--- src/shared/flash_pkg.sv ---
package flash_pkg;

  // bus geometry
  localparam int ADDR_W = 16;
  localparam int DATA_W = 32;
  localparam int ARRAY_W = 15;
  localparam int ARRAY_SEL_BIT = 15;

  // register byte addresses
  localparam logic [15:0] CTRL_OFS = 16'h0000;
  localparam logic [15:0] PROT_OFS = 16'h0004;
  localparam logic [15:0] STAT_OFS = 16'h0008;

  // control register fields
  localparam int PROG_BIT = 0;
  localparam int ERASE_BIT = 1;
  localparam int MASS_BIT = 2;
  localparam int HV_BIT = 3;

  // reset values
  localparam logic [7:0] PROT_RESET = 8'h00;
  localparam logic [31:0] IDLE_RDATA = 32'h0000_0000;

  // array geometry: 64-byte rows, 128-byte pages
  localparam int ROW_LSB = 6;
  localparam int PAGE_LSB = 7;
  localparam logic [14:0] PAGE_MASK = 15'h7F80;

  typedef enum logic [3:0] {
    SEQ_IDLE = 4'h1,
    SEQ_ARMED = 4'h2,
    SEQ_PROT = 4'h4,
    SEQ_LATCHED = 4'h8
  } seq_t;

  // everything the array macro sees
  typedef struct packed {
    logic hvOn;
    logic massSel;
    logic eraseSel;
    logic progSel;
    logic [14:0] addr;
    logic [7:0] data;
    logic latchStb;
  } array_cmd_t;

endpackage : flash_pkg

--- src/hw/flash_program_erase_ctrl.sv ---
// Contract
// - high voltage may be set only with program or erase set and sequence done; the code keeps it on when both selects are cleared with the bit still 1
// - high voltage bit on drives pump and array voltage; off removes them
// - mass bit: 1 erases whole array, 0 erases one page
// - erase and program select are never both 1, nor set together
// - program select 1 prepares programming; 0 deselects it
// - page erase clears one 128-byte page to all ones
// - programming works on 64-byte aligned rows
// - all writes of one programming cycle must hit one row, else fail
// - program select then protect read makes array writes latch
//
// Local design decisions: the address map and the Wishbone register port.
`timescale 1ns/1ns
module flash_program_erase_ctrl (
  // clock and reset
  input wire logic mclk,
  input wire logic rstn,
  // wishbone slave
  input wire logic wbCyc,
  input wire logic wbStb,
  input wire logic wbWe,
  input wire logic [flash_pkg::ADDR_W-1:0] wbAdr,
  input wire logic [3:0] wbSel,
  input wire logic [flash_pkg::DATA_W-1:0] wbDatIn,
  output logic [flash_pkg::DATA_W-1:0] wbDatOut,
  output logic wbAck,
  // array macro
  output flash_pkg::array_cmd_t arrayCmd,
  output logic rowFail
);

  flash_pkg::array_cmd_t cmd_reg, cmd_next;
  flash_pkg::seq_t seq_reg, seq_next;
  logic [7:0] prot_reg, prot_next;
  logic ack_reg, ack_next;
  logic [flash_pkg::DATA_W-1:0] rdat_reg, rdat_next;
  logic acc, isArray, trkClear, trkStb, haveRow;
  logic newProg, newErase, nextProg, nextErase;

  // request taken on the first cycle it is seen; ack follows one cycle later
  assign acc = wbCyc && wbStb && !ack_reg;
  assign isArray = wbAdr[flash_pkg::ARRAY_SEL_BIT];

  always_comb begin
    cmd_next = cmd_reg;
    cmd_next.latchStb = 1'b0;
    seq_next = seq_reg;
    prot_next = prot_reg;
    ack_next = acc;
    rdat_next = flash_pkg::IDLE_RDATA;
    trkStb = 1'b0;
    newProg = wbDatIn[flash_pkg::PROG_BIT];
    newErase = wbDatIn[flash_pkg::ERASE_BIT];
    nextProg = cmd_reg.progSel;
    nextErase = cmd_reg.eraseSel;
    if (acc && isArray) begin
      // array reads are served by the macro, not here
      if (wbWe && wbSel[0] && !cmd_reg.hvOn) begin
        if (cmd_reg.eraseSel && seq_reg == flash_pkg::SEQ_PROT) begin
          cmd_next.addr = wbAdr[flash_pkg::ARRAY_W-1:0]
            & flash_pkg::PAGE_MASK;
          seq_next = flash_pkg::SEQ_LATCHED;
        end else if (cmd_reg.progSel
            && (seq_reg == flash_pkg::SEQ_PROT
              || seq_reg == flash_pkg::SEQ_LATCHED)) begin
          cmd_next.addr = wbAdr[flash_pkg::ARRAY_W-1:0];
          cmd_next.data = wbDatIn[7:0];
          cmd_next.latchStb = 1'b1;
          trkStb = 1'b1;
          seq_next = flash_pkg::SEQ_LATCHED;
        end
      end
    end else if (acc) begin
      case (wbAdr)
        flash_pkg::CTRL_OFS: begin
          rdat_next = ctrlRead(cmd_reg);
          if (wbWe && wbSel[0]) begin
            // ignoring the pair keeps both modes out of one cycle
            if (!(newProg && newErase)) begin
              nextProg = newProg;
              nextErase = newErase;
            end
            cmd_next.progSel = nextProg;
            cmd_next.eraseSel = nextErase;
            cmd_next.massSel = wbDatIn[flash_pkg::MASS_BIT];
            if (!nextProg && !nextErase) begin
              seq_next = flash_pkg::SEQ_IDLE;
            end else if (nextProg != cmd_reg.progSel
                || nextErase != cmd_reg.eraseSel) begin
              seq_next = flash_pkg::SEQ_ARMED;
            end
            if (!wbDatIn[flash_pkg::HV_BIT]) begin
              cmd_next.hvOn = 1'b0;
            end else if ((nextProg || nextErase)
                && seq_next == flash_pkg::SEQ_LATCHED) begin
              cmd_next.hvOn = 1'b1;
            end
          end
        end
        flash_pkg::PROT_OFS: begin
          rdat_next = {24'h00_0000, prot_reg};
          if (wbWe && wbSel[0]) begin
            prot_next = wbDatIn[7:0];
          end else if (!wbWe && seq_reg == flash_pkg::SEQ_ARMED) begin
            seq_next = flash_pkg::SEQ_PROT;
          end
        end
        flash_pkg::STAT_OFS: begin
          rdat_next = {26'h000_0000, rowFail, haveRow, seq_reg};
        end
        default: begin
          rdat_next = flash_pkg::IDLE_RDATA;
        end
      endcase
    end
  end

  // tracker restarts whenever a new operation is armed
  assign trkClear = seq_next == flash_pkg::SEQ_ARMED;

  always_ff @(posedge mclk) begin
    if (!rstn) begin
      cmd_reg <= '0;
      seq_reg <= flash_pkg::SEQ_IDLE;
      prot_reg <= flash_pkg::PROT_RESET;
      ack_reg <= 1'b0;
      rdat_reg <= flash_pkg::IDLE_RDATA;
    end else begin
      cmd_reg <= cmd_next;
      seq_reg <= seq_next;
      prot_reg <= prot_next;
      ack_reg <= ack_next;
      rdat_reg <= rdat_next;
    end
  end

  function automatic logic [31:0] ctrlRead(flash_pkg::array_cmd_t c);
    logic [31:0] r;
    r = flash_pkg::IDLE_RDATA;
    r[flash_pkg::PROG_BIT] = c.progSel;
    r[flash_pkg::ERASE_BIT] = c.eraseSel;
    r[flash_pkg::MASS_BIT] = c.massSel;
    r[flash_pkg::HV_BIT] = c.hvOn;
    return r;
  endfunction : ctrlRead

  flash_row_tracker #(
    .ADDR_W(flash_pkg::ARRAY_W),
    .ROW_LSB(flash_pkg::ROW_LSB)
  ) rowTrack (
    .mclk(mclk),
    .rstn(rstn),
    .clear(trkClear),
    .wrStb(trkStb),
    .wrAddr(wbAdr[flash_pkg::ARRAY_W-1:0]),
    .haveRow(haveRow),
    .rowFail(rowFail)
  );

  assign arrayCmd = cmd_reg;
  assign wbAck = ack_reg;
  assign wbDatOut = rdat_reg;

  // checks on the sequencer

  hv_gate_a:
    assert property (@(posedge mclk) disable iff (!rstn)
      $rose(arrayCmd.hvOn) |->
        (arrayCmd.progSel || arrayCmd.eraseSel)
        && $past(seq_reg) == flash_pkg::SEQ_LATCHED)
    else $error("high voltage rose without a completed sequence");

  hv_clear_a:
    assert property (@(posedge mclk) disable iff (!rstn)
      (acc && !isArray && wbWe && wbSel[0]
        && wbAdr == flash_pkg::CTRL_OFS && !wbDatIn[flash_pkg::HV_BIT])
        |=> !arrayCmd.hvOn)
    else $error("clearing high voltage did not remove it");

  mode_excl_a:
    assert property (@(posedge mclk) disable iff (!rstn)
      !(arrayCmd.progSel && arrayCmd.eraseSel))
    else $error("program and erase selected together");

  both_hold_a:
    assert property (@(posedge mclk) disable iff (!rstn)
      (acc && !isArray && wbWe && wbSel[0] && wbAdr == flash_pkg::CTRL_OFS
        && newProg && newErase)
        |=> $stable(arrayCmd.progSel) && $stable(arrayCmd.eraseSel))
    else $error("double select write changed a select bit");

  mass_take_a:
    assert property (@(posedge mclk) disable iff (!rstn)
      (acc && !isArray && wbWe && wbSel[0] && wbAdr == flash_pkg::CTRL_OFS)
        |=> arrayCmd.massSel == $past(wbDatIn[flash_pkg::MASS_BIT]))
    else $error("mass select did not follow the write");

  prog_take_a:
    assert property (@(posedge mclk) disable iff (!rstn)
      (acc && !isArray && wbWe && wbSel[0] && wbAdr == flash_pkg::CTRL_OFS
        && newProg && !newErase) |=> arrayCmd.progSel ##1 wbAck == 1'b0)
    else $error("program select write not taken");

  page_latch_a:
    assert property (@(posedge mclk) disable iff (!rstn)
      (acc && isArray && wbWe && wbSel[0] && !arrayCmd.hvOn
        && arrayCmd.eraseSel && seq_reg == flash_pkg::SEQ_PROT)
        |=> seq_reg == flash_pkg::SEQ_LATCHED
          && (arrayCmd.addr & ~flash_pkg::PAGE_MASK) == 15'h0000)
    else $error("page address not latched page aligned");

  data_latch_a:
    assert property (@(posedge mclk) disable iff (!rstn)
      (acc && isArray && wbWe && wbSel[0] && !arrayCmd.hvOn
        && arrayCmd.progSel && seq_reg != flash_pkg::SEQ_IDLE
        && seq_reg != flash_pkg::SEQ_ARMED)
        |=> arrayCmd.latchStb && arrayCmd.data == $past(wbDatIn[7:0])
        ##1 !arrayCmd.latchStb)
    else $error("program write not latched as a single pulse");

  prot_arm_a:
    assert property (@(posedge mclk) disable iff (!rstn)
      (acc && !isArray && !wbWe && wbAdr == flash_pkg::PROT_OFS
        && seq_reg == flash_pkg::SEQ_ARMED)
        |=> seq_reg == flash_pkg::SEQ_PROT)
    else $error("protect read did not open the sequence");

  ack_pulse_a:
    assert property (@(posedge mclk) disable iff (!rstn)
      (wbCyc && wbStb && !wbAck) |=> wbAck ##1 !wbAck)
    else $error("bus answer not a one-cycle pulse");

endmodule : flash_program_erase_ctrl

--- src/hw/flash_row_tracker.sv ---
`timescale 1ns/1ns
module flash_row_tracker #(
  parameter int ADDR_W = flash_pkg::ARRAY_W,
  parameter int ROW_LSB = flash_pkg::ROW_LSB
) (
  // clock and reset
  input wire logic mclk,
  input wire logic rstn,
  // latched writes
  input wire logic clear,
  input wire logic wrStb,
  input wire logic [ADDR_W-1:0] wrAddr,
  // result
  output logic haveRow,
  output logic rowFail
);

  logic [ADDR_W-ROW_LSB-1:0] row_reg, row_next;
  logic haveRow_reg, haveRow_next;
  logic fail_reg, fail_next;

  always_comb begin
    row_next = row_reg;
    haveRow_next = haveRow_reg;
    fail_next = fail_reg;
    if (clear) begin
      haveRow_next = 1'b0;
      fail_next = 1'b0;
    end else if (wrStb) begin
      if (!haveRow_reg) begin
        row_next = wrAddr[ADDR_W-1:ROW_LSB];
        haveRow_next = 1'b1;
      end else if (wrAddr[ADDR_W-1:ROW_LSB] != row_reg) begin
        fail_next = 1'b1;
      end
    end
  end

  always_ff @(posedge mclk) begin
    if (!rstn) begin
      row_reg <= '0;
      haveRow_reg <= 1'b0;
      fail_reg <= 1'b0;
    end else begin
      row_reg <= row_next;
      haveRow_reg <= haveRow_next;
      fail_reg <= fail_next;
    end
  end

  assign haveRow = haveRow_reg;
  assign rowFail = fail_reg;

  row_cross_a:
    assert property (@(posedge mclk) disable iff (!rstn)
      (!clear && wrStb && haveRow_reg
        && wrAddr[ADDR_W-1:ROW_LSB] != row_reg) |=> rowFail)
    else $error("write outside the open row did not flag failure");

  row_same_a:
    assert property (@(posedge mclk) disable iff (!rstn)
      (!clear && !fail_reg && wrStb && haveRow_reg
        && wrAddr[ADDR_W-1:ROW_LSB] == row_reg) |=> !rowFail)
    else $error("write inside the open row flagged failure");

endmodule : flash_row_tracker

--- config.mk ---
export PLATFORM = sky130hd
export DESIGN_NAME = flash_program_erase_ctrl
export DESIGN_NICKNAME = d
export VERILOG_FILES = /design/src/shared/flash_pkg.sv /design/src/hw/flash_program_erase_ctrl.sv /design/src/hw/flash_row_tracker.sv
export SDC_FILE = /design/constraint.sdc
export NUM_CORES = 1
export LEC_CHECK = 0
export ABC_AREA = 1
export BUFFER_PORTS_ARGS = -buffer_cell sky130_fd_sc_hd__buf_4
export CAP_MARGIN = 15
export CORE_MARGIN = 10
export CORE_UTILIZATION = 52
export CTS_CLUSTER_SIZE = 20
export DETAILED_ROUTE_END_ITERATION = 6
export HOLD_SLACK_MARGIN = 0.1
export PLACE_DENSITY = 0.93
export SYNTH_ARGS = -nofsm -noshare
export SYNTH_HDL_FRONTEND = slang
export SYNTH_SLANG_ARGS = --single-unit
--- constraint.sdc ---
create_clock -name mclk -period 4.4 [get_ports mclk]
set_clock_uncertainty 0.15 [all_clocks]
set_input_delay 0.88 -clock mclk [delete_from_list [all_inputs] [get_ports mclk]]
set_output_delay 0.88 -clock mclk [all_outputs]
set_load 0.01 [all_outputs]
# ---- Word level (Yosys, flattened, before mapping)
# Index checks and enable logic that the tools add are counted.
dict set report word_totals {
  register_bits 84
  in_bits 57
  output_inout_bits 62
}
dict set report classes {
  n_eq_ne 11
  n_mux 34
  bitwise_logic 7
  reduce_logical 31
}
# op count
set ops {}
lappend ops {{$mux W4} 14}
lappend ops {{$mux W24} 1}
lappend ops {{$pmux W8 S3} 1}
lappend ops {{$eq A16 B3 Y1 const B} 1}
lappend ops {{$eq A16 B4 Y1 const B} 1}
lappend ops {{$logic_not A16 Y1} 1}
lappend ops {{$mux W1} 16}
lappend ops {{$mux W15} 1}
lappend ops {{$reduce_and A4 Y1} 3}
lappend ops {{$logic_and A1 B1 Y1} 11}
lappend ops {{$ne A9 B9 Y1} 1}
lappend ops {{$reduce_and A3 Y1} 3}
lappend ops {{$eq A4 B2 Y1 const B} 2}
lappend ops {{$eq A4 B4 Y1 const B} 2}
lappend ops {{$pmux W4 S2} 1}
lappend ops {{$not A1 Y1} 7}
lappend ops {{$logic_not A1 Y1} 5}
lappend ops {{$reduce_and A5 Y1} 1}
lappend ops {{$eq A4 B3 Y1 const B} 1}
lappend ops {{$reduce_or A4 Y1} 1}
lappend ops {{$logic_or A1 B1 Y1} 3}
lappend ops {{$reduce_or A3 Y1} 1}
lappend ops {{$ne A1 B1 Y1} 2}
lappend ops {{$ne A2 B1 Y1 const B} 1}
lappend ops {{2 further kinds} 2}

# ---- Depth between registers and ports, before layout
# Gate-level depths: netlist of the first run.
dict set report logic_depth {
  depth_word 21
  depth_mapped 12
  ltp_nobuf 12
}

# ---- Hierarchy
# Synthesis of the first run repeated with hierarchy kept, for this count alone.
dict set report hier_totals {
  cells_unflattened 401
  hier_area_um2 2881.5
}
# module n_inst cells_each area_per_inst_um2 seq_area_each_um2
set by_module_without_submodules {}
lappend by_module_without_submodules {flash_program_erase_ctrl 1 328 2353.5 980.9}
lappend by_module_without_submodules {flash_row_tracker 1 73 528.0 220.2}

# ---- Worst setup path before layout of the first run
# Ideal clock, no wire load.
dict set report synth_timing {
  path_type {input-to-reg}
  from {in wbCyc}
  to {reg rowTrack.row_reg[7]}
  setup_ps 116
  t_arrival_ps 2024
  slack_ps 2109
  path_stages 10
  path_buffers 2
  path_cell_list {nand2_1 -> nor2_4 -> nand2_1 -> nor3_2 -> nand2_2 -> or2_1 -> buf_6 -> buf_6 -> o21ai_2 -> a21oi_1}
}
dict set report synth_between {
  elab_chain_len 7
}
# item line_no
set synth_rtl {}
lappend synth_rtl {{from (decl)} flash_program_erase_ctrl.sv:19} ;# input wire logic wbCyc,
lappend synth_rtl {{$logic_and A1 B1 Y1 (*) (2 in series)} flash_program_erase_ctrl.sv:41} ;# assign acc = wbCyc && wbStb && !ack_reg;
lappend synth_rtl {{$mux W4 / $logic_and A1 B1 Y1 (equally long branches)} {flash_program_erase_ctrl.sv:73, flash_program_erase_ctrl.sv:56}}
lappend synth_rtl {{$mux W4} flash_program_erase_ctrl.sv:56} ;# if (acc && isArray) begin
lappend synth_rtl {{$eq A4 B2 Y1} flash_program_erase_ctrl.sv:119} ;# assign trkClear = seq_next == flash_pkg::SEQ_ARMED;
lappend synth_rtl {{$not A1 Y1 (no line)} n/a}
lappend synth_rtl {{$reduce_and A3 Y1 (no line) (*)} n/a}
lappend synth_rtl {{to (signal assigned)} flash_row_tracker.sv:45} ;# row_reg <= row_next;
lappend synth_rtl {{to (decl)} flash_row_tracker.sv:18} ;# logic [ADDR_W-ROW_LSB-1:0] row_reg, row_next;
# Every way passes the cells marked *; elsewhere a longest branch is shown, timed or not.
# A chain may end at the register's enable or synchronous reset.

# ---- Worst setup path after layout of the first run
dict set report layout_timing {
  from {in wbAdr[1] in the netlist's numbering}
  to {reg prot_reg[1]}
}
dict set report layout_between {
  elab_chain_len 2
}
# item line_no
set layout_rtl {}
lappend layout_rtl {{from (decl)} flash_program_erase_ctrl.sv:22} ;# input wire logic [flash_pkg::ADDR_W-1:0] wbAdr,
lappend layout_rtl {{$eq A16 B3 Y1} flash_program_erase_ctrl.sv:74} ;# case (wbAdr)
lappend layout_rtl {{$reduce_and A4 Y1 (no line)} n/a}
lappend layout_rtl {{to (signal assigned)} flash_program_erase_ctrl.sv:125} ;# prot_reg <= flash_pkg::PROT_RESET;
lappend layout_rtl {{to (signal assigned)} flash_program_erase_ctrl.sv:131} ;# prot_reg <= prot_next;
lappend layout_rtl {{to (decl)} flash_program_erase_ctrl.sv:34} ;# logic [7:0] prot_reg, prot_next;
# No other way between the ends.

==> results.yml, run 1 <==
outcome:
  status: "completed"
timing:
  rsz0062_at_grt: "false"
  fin_crit_sh_pct: 66.4
  period_needed_ns: 2.92
  final.setup.tns_ns: 0
  slew_violations: 0
  hold_violations: 0
  finalSetupViolCount: 0
  slew_headroom_pct: 48.1
  tightest_slew_ns: 0.775
  clock.fmax_ghz: 0.342
clock_network:
  cts_setup_buffers: 0
  path_clk_slew_ns: 0.07
  hold_buffers: 0
  htree_levels: 3
  cts_tree: "yes"
  insertion_delay_ns: 0.33
  clock_path_buffers: 2
  cts-resized-gates: 0
  numCtsBuffers: 9
  clock-sinks: 60
  cts-root-buf: "clkbuf_8"
worst_setup_path:
  crit_required_ns: 4.51
  worstPathCellList: "buf_4, nor2_1, inv_1, nor2_2, nand3_1, nor2_1, o21ai_0, a21oi_1"
  path_delay_family: "simple AND/OR/NAND/NOR gates"
  cpMostUsedCell: "nor2_1"
  reg2reg_from: "wbAck"
  cp_max_fo: 13
  rr_endpoint: "arrayCmd[16]"
  critPathKind: "in -> reg"
  crit_arrival_ns: 3.03
  reg2regPathDepth: 6
  start_kind: "primary input"
  cp.buffers_inverters: 2
  slowest_stage: "nor2_1"
  slowest_delay_ns: 0.75
  r2r_slack_ns: 1.83
  endpoint_kind: "register"
drt:
  ant_nets: 0
  drc: 0
  routed-via-count: 2791
  route.detailed.wl_per_inst_microns: 15.2
  dr.pass1.iters: 5
  initialDrtViolationCount: 226
  wl_mm: 8.17
  viasPerCell: 5.20
logic_synthesis:
  synth-edff-count: 0
  postSynthCellCount: 397
  ys_top_cells_by_count: "nor2_1, dfxtp_1, inv_1, nand2_1, o21ai_0"
  ys.warnings.count: 0
  yosysTopAreaCell: "dfxtp_1"
  synth_flop_cell: "dfxtp_1"
  synth_cell_types: 35
  synth_seq_cells: 60
  synth_area_sq_mm: 0.00286
  synth_most_common_cell: "nor2_1"
  async_flop_share_pct: 0
  ys_seq_area_share_pct: 42.0
  synth_top_cell_area_share_pct: 42.0
  synthTopCellsByArea: "dfxtp_1, nor2_1, o21ai_0"
  synth_area_per_cell_sq_um: 7.21
layout:
  largest_reg_flops: 28
  final_cells: 537
  finalNetCount: 519
  num_antenna_cells: 0
  drive_gt1_share_pct: 19.3
  areaGrowthSynthToFinish_pct: 20.9
  fillerInstances: 491
worst_hold_path:
  hold_path.class: "reg -> reg"
  hp-start: "rowTrack.row_reg[3]"
  hold_end: "rowTrack.row_reg[3]"
  min_path_cells: 2
job:
  maxCapViolCount: 0
global_routing:
  grt_max_degree: 48
  grt_usage_pct: 18.1
  antenna_found_initial: 0
  grt_overflow_total: 0
  grt_pass1_vias: 2708
  grt_pass1_wl_mm: 12.8
power_and_ir_drop:
  vdd_ir_drop_max_uv: 281
  power_density_mw_per_mm2: 307
  total_power_uw: 1060
  p_leak_uw: 0.00160
placed_design:
  io_buffers: 67
  dp_hpwl_mm: 6.11
  place.gp.congestion: 0.965
  dp.cells: 521
floorplanning:
  core_sq_mm: 0.00524
  std_cell_rows: 26
  die_y_microns: 94.2
  die_area_sq_mm: 0.00887
  pin_count: 119
  initial_core_util_pct: 54.6
  die_w_microns: 94.2
-- how the worst max path moves through the flow --
stage / start / endpoint / slack, ns / depth (start not counted)
finish: wbAdr[1] / prot_reg[1] / 1.48 / 8
global route: wbAdr[1] / prot_reg[7] / 1.25 / 8
CTS: wbCyc / arrayCmd[16] / 1.55 / 8
detailed placement: wbCyc / arrayCmd[16] / 1.19 / 8
global placement: wbCyc / rowTrack.haveRow / 1.27 / 11
floorplan: wbCyc / rowTrack.row_reg[7] / 2.11 / 10
-- worst min-delay path, stage by stage (launching register included) --
cell	delay [ns]
dfxtp_1	0.32
inv_1	0.05
a21oi_1	0.05
-- logic make-up (layout without fill, tap and decap cells) --
group	count (synthesis)	in the layout	synth area share [%]
other	1	24	0.131
AOI/OAI and AO/OA	89	89	17.3
buffers and inverters	86	133	15.2
xor gates and xnor gates	5	5	1.53
DFF	60	60	42.0
and+or+nand+nor	156	156	23.9
-- per-stage QoR --
| step | instance area, sq um | hold WS, ns | setup slack (ns) | util, % |
|---|---|---|---|---|
| detailed placement | 3290 | 0.303 | 1.19 | 62.8 |
| CTS | 3460 | 0.313 | 1.55 | 66.1 |
| floorplan | 2950 | 0.286 | 2.11 | - |
| global placement | 3290 | 0.294 | 1.27 | 62.8 |
| finish | 3460 | 0.308 | 1.48 | 66.1 |
| global route | 3460 | 0.337 | 1.25 | 66.1 |
-- power by group --
part | total, uW | switching [uW] | internal [uW] | leakage [uW]
Clock | 432 | 214 | 218 | 0.0000824
Combinational | 83.9 | 53.8 | 30.1 | 0.00103
Sequential | 546 | 1.90 | 544 | 0.000483
-- placed cells by master (no fill, tap or decap), types with 3 or more instances in the layout --
cell      instances
a32o_1            5
nand3_1          17
dfxtp_1          60
nor2_1           64
nand2_1          50
nor3_1            6
inv_1            50
nand4_1           6
o22ai_1           3
xor2_1            3
clkbuf_8         10
conb_1           24
o21ai_0          44
buf_4            67
a21oi_1          30
-- final cells by class --
class                      instances  area [sq um]  share of cell area [%]
clock buffer                      12           145                    4.19
clock inverter                     4          25.0                   0.723
inverter                          50           188                    5.42
multi-input combinational        274          1310                    37.9
sequential                        60          1200                    34.7
tap                               70          87.6                    2.53
timing repair buffer              67           503                    14.5
-- per-layer routing --
metal  vias up  GRT usage (%)  share of wire (%)
met2       136           29.7                 48
met3        11           5.28                8.3
li1       1372              -                  -
met1      1272           20.9                 42
met4         0           8.73                1.7
met5         -              0                  0
Note: power is estimated with default switching activity, not from simulation.
==> run 2: changes to the inputs <==
CORE_UTILIZATION = 43   (was 52)
PLACE_DENSITY = 0.83   (was 0.93)
clock period = 2.55 ns   (was 4.4 ns; I/O delays follow)
==> results.yml, run 2 (synthesized netlist as in run 1, its figures left out) <==
timing:
  rsz0062_at_grt: "false"
  fin_crit_sh_pct: 79.8
  tightest_slew_ns: 0.517
  slew_headroom_pct: 65.6
  hold_violations: 0
  clock.fmax_ghz: 0.491
  finalSetupViolCount: 0
  period_needed_ns: 2.03
  final.setup.tns_ns: 0
  slew_violations: 0
clock_network:
  htree_levels: 3
  cts_setup_buffers: 0
  numCtsBuffers: 9
  insertion_delay_ns: 0.34
  cts-root-buf: "clkbuf_8"
  clock-sinks: 60
  path_clk_slew_ns: 0.06
  hold_buffers: 0
  cts_tree: "yes"
  clock_path_buffers: 2
  cts-resized-gates: 0
global_routing:
  grt_overflow_total: 0
  grt_max_degree: 47
  grt_pass1_vias: 2651
  grt_usage_pct: 14.8
  antenna_found_initial: 0
  grt_pass1_wl_mm: 12.3
worst_setup_path:
  crit_required_ns: 2.60
  cpMostUsedCell: "nor2_1"
  endpoint_kind: "register"
  cp.buffers_inverters: 1
  critPathKind: "reg -> reg"
  cp_max_fo: 18
  path_delay_family: "simple AND/OR/NAND/NOR gates"
  worstPathCellList: "nor2_1, inv_1, nand4_1, nor2_1, nand2_2, or2_1, o21ai_0, a21oi_1"
  slowest_delay_ns: 0.47
  crit_arrival_ns: 2.09
  slowest_stage: "dfxtp_1"
  start_kind: "register"
layout:
  final_cells: 550
  areaGrowthSynthToFinish_pct: 24.0
  fin_util_pct: 55.3
  multi_input_area_sq_mm: 0.00131
  fillerInstances: 587
  finalNetCount: 527
  layout_common_cells: "buf_4, nor2_1, dfxtp_1, inv_1, nand2_1"
  drive_gt1_share_pct: 20.5
  seq_area_sq_mm: 0.00120
  num_antenna_cells: 0
  largest_reg_flops: 28
  final_common_cell: "buf_4"
worst_hold_path:
  hold_path.class: "in -> reg"
power_and_ir_drop:
  p_leak_uw: 0.00165
  power_density_mw_per_mm2: 540
  vdd_ir_drop_max_uv: 328
drt:
  routed-via-count: 2757
  drc: 0
  dr.pass1.iters: 4
  wl_mm: 7.68
  viasPerCell: 5.01
  ant_nets: 0
  route.detailed.wl_per_inst_microns: 14.0
  initialDrtViolationCount: 218
floorplanning:
  pin_count: 119
  die_w_microns: 102
  core_sq_mm: 0.00642
  std_cell_rows: 29
  die_y_microns: 102
  initial_core_util_pct: 44.6
  die_area_sq_mm: 0.0103
placed_design:
  dp_hpwl_mm: 5.95
  place.gp.congestion: 0.929
  io_buffers: 67
  dp.cells: 536
outcome:
  status: "completed"
job:
  maxCapViolCount: 0
==> run 2: routing by layer <==
metal / wire, microns / track usage [%]
met2: 3520 / 23.2
met5: 0 / 0
met4: 215 / 8.47
met3: 688 / 5.31
met1: 3260 / 17.1
==> run 2: power breakdown <==
group	switching, uW	internal (uW)
logic	92.1	53.3
clock network	338	492
registers	3.24	940
==> run 2: worst reg2reg max path, cell delays in order, from the launching register on <==
cell     delay (ns)
dfxtp_1        0.47
nor2_1         0.10
inv_1          0.06
nand4_1        0.09
nor2_1         0.16
nand2_2        0.13
or2_1          0.43
o21ai_0        0.25
a21oi_1        0.06
==> run 2: final cells by class <==
type	count	share of cell area [%]
sequential	60	33.8
timing repair buffer	75	15.9
multi-input combinational	274	36.9
clock inverter	2	0.987
tap	77	2.71
inverter	50	5.29
clock buffer	12	4.37
==> run 2: final timing paths <==
path	startpoint	cells past startpoint	endpoint	slack, ns
hold reg to reg	rowTrack.row_reg[0]	2	rowTrack.row_reg[0]	0.31
setup reg to reg	seq_reg[2]	8	rowTrack.row_reg[8]	0.52
setup / recovery	seq_reg[2]	8	rowTrack.row_reg[8]	0.52
hold / removal	wbAdr[1]	2	arrayCmd[10]	0.25
==> run 2: per-stage QoR <==
| stage | setup slack, ns | instance area, sq um | total power [uW] | hold slack (ns) |
|---|---|---|---|---|
| 2_1_floorplan | 0.629 | 2950 | 1070 | 0.286 |
| 3_3_place_gp | 0.275 | 3360 | 1100 | 0.294 |
| 3_5_place_dp | 0.205 | 3360 | 1100 | 0.301 |
| 4_1_cts | 0.516 | 3550 | 1930 | 0.234 |
| 5_1_grt | 0.274 | 3550 | 2000 | 0.242 |
| 6_report | 0.515 | 3550 | 1920 | 0.248 |
==> run 3: changes to the inputs <==
CORE_UTILIZATION = 48   (was 43)
PLACE_DENSITY = 0.87   (was 0.83)
clock period = 1.98 ns   (was 2.55 ns; I/O delays follow)
==> results.yml, run 3 (synthesized netlist as in run 1, its figures left out) <==
outcome:
  status: "completed"
global_routing:
  grt_usage_pct: 16.9
  antenna_found_initial: 0
  grt_pass1_vias: 2792
  grt_overflow_total: 0
  grt_max_degree: 47
  grt_pass1_wl_mm: 13.4
timing:
  hold_violations: 0
  fin_crit_sh_pct: 92.9
  finalSetupViolCount: 0
  period_needed_ns: 1.84
  whs_ns: 0.131
  slew_violations: 0
  rsz0062_at_grt: "true"
  clock.fmax_ghz: 0.544
drt:
  wl_mm: 8.17
  routed-via-count: 2962
  viasPerCell: 5.12
  drc: 0
  dr.pass1.iters: 6
  ant_nets: 0
  route.detailed.wl_per_inst_microns: 14.1
  initialDrtViolationCount: 223
floorplanning:
  die_area_sq_mm: 0.00945
  pin_count: 119
  std_cell_rows: 28
  core_sq_mm: 0.00585
  initial_core_util_pct: 48.9
  die_y_microns: 97.2
  die_w_microns: 97.2
layout:
  fin_area_sq_mm: 0.00378
  seq_area_sq_mm: 0.00120
  finalNetCount: 555
  areaGrowthSynthToFinish_pct: 32.0
  multi_input_area_sq_mm: 0.00132
  largest_reg_flops: 28
  num_antenna_cells: 0
  fillerInstances: 502
  final_common_cell: "buf_4"
  drive_gt1_share_pct: 26.0
  layout_common_cells: "buf_4, nor2_1, dfxtp_1, inv_1, nand2_1"
clock_network:
  clock_path_buffers: 2
  insertion_delay_ns: 0.34
  path_clk_slew_ns: 0.07
  cts_tree: "yes"
  htree_levels: 3
  clock-sinks: 60
  numCtsBuffers: 9
  cts-root-buf: "clkbuf_8"
worst_setup_path:
  endpoint_kind: "register"
  slowest_delay_ns: 0.42
  cp_max_fo: 18
  slowest_stage: "dfxtp_1"
  crit_arrival_ns: 1.91
  worstPathCellList: "inv_1, nand4_1, inv_1, nor2_1, nand2_2, or2_2, o21ai_0, a21oi_1"
  cpMostUsedCell: "inv_1"
  crit_required_ns: 2.05
  start_kind: "register"
  critPathKind: "reg -> reg"
  reg2regPathDepth: 8
power_and_ir_drop:
  pwr-share-seq_pct: 47.9
  vdd_ir_drop_max_uv: 497
  p_int_uw: 1940
  comb_power_share_pct: 8.5
  p_leak_uw: 0.00180
  swShare_pct: 23.3
  power_density_mw_per_mm2: 671
  pwr-share-clk_pct: 43.6
  switching_power_uw: 590
job:
  maxCapViolCount: 0
placed_design:
  place_area_sq_mm: 0.00357
  io_buffers: 67
  place.gp.congestion: 0.903
  dp_hpwl_mm: 6.36
worst_hold_path:
  hold_path.class: "in -> reg"
  min_path_cells: 2
run 3: cell count changes in the layout (fill, tap and decap cells not counted), sizes merged:
cell and delta:
buf +28, clkinvlp +1, clkinv +1
run 3: layout make-up:
| cell class | instances | share of cell area (%) |
|---|---|---|
| Clock buffer | 12 | 4.11 |
| Clock inverter | 4 | 1.26 |
| Inverter | 50 | 4.97 |
| Multi-Input combinational cell | 274 | 34.8 |
| Sequential cell | 60 | 31.9 |
| Tap cell | 75 | 2.49 |
| Timing Repair Buffer | 103 | 20.5 |
run 3: power by group through the flow:
stage	Combinational, uW	Clock [uW]	Sequential [uW]
floorplan	135	0	1240
global placement	203	0	1240
detailed placement	208	0	1240
CTS	209	1110	1210
global route	238	1190	1210
finish	215	1110	1210
run 3: routing by layer:
metal  wire length [microns]  vias to the layer above  global-route usage, %
met2                    4020                      134                   27.9
met4                     188                        0                   6.82
met5                       0                        -                      0
li1                        -                     1447                      -
met3                     688                       21                   6.61
met1                    3270                     1360                   18.9
run 3: repair_timing:
item,in CTS,in global routing
resized for setup,0,6
hold buffers,0,0
setup buffers,0,0
endpoints found under the setup margin,0,14
run 3: worst paths after layout:
check / from / end / slack (ns)
max: seq_reg[3] / rowTrack.row_reg[2] / 0.14
min: wbAdr[4] / arrayCmd[13] / 0.13
max reg2reg: seq_reg[3] / rowTrack.row_reg[2] / 0.14
min reg2reg: rowTrack.row_reg[8] / rowTrack.row_reg[8] / 0.31
run 3: per-stage QoR:
step	cells	utilization, %	TNS, ns	power (uW)	setup WS, ns
3_3_place_gp	562	61.0	-0.449	1440	-0.0624
3_5_place_dp	562	61.0	-0.572	1450	-0.0652
2_1_floorplan	420	-	0	1370	0.173
4_1_cts	578	64.4	0	2540	0.108
6_report	578	64.5	0	2530	0.140
5_1_grt	578	64.5	-0.0189	2640	-0.0121
run 3: critical path: cells and delay by family (launching register included):
| family | cells | cell delay, ns |
|---|---|---|
| flops | 1 | 0.42 |
| simple gates | 4 | 0.72 |
| compound gates | 2 | 0.28 |
| buf+inv | 2 | 0.15 |
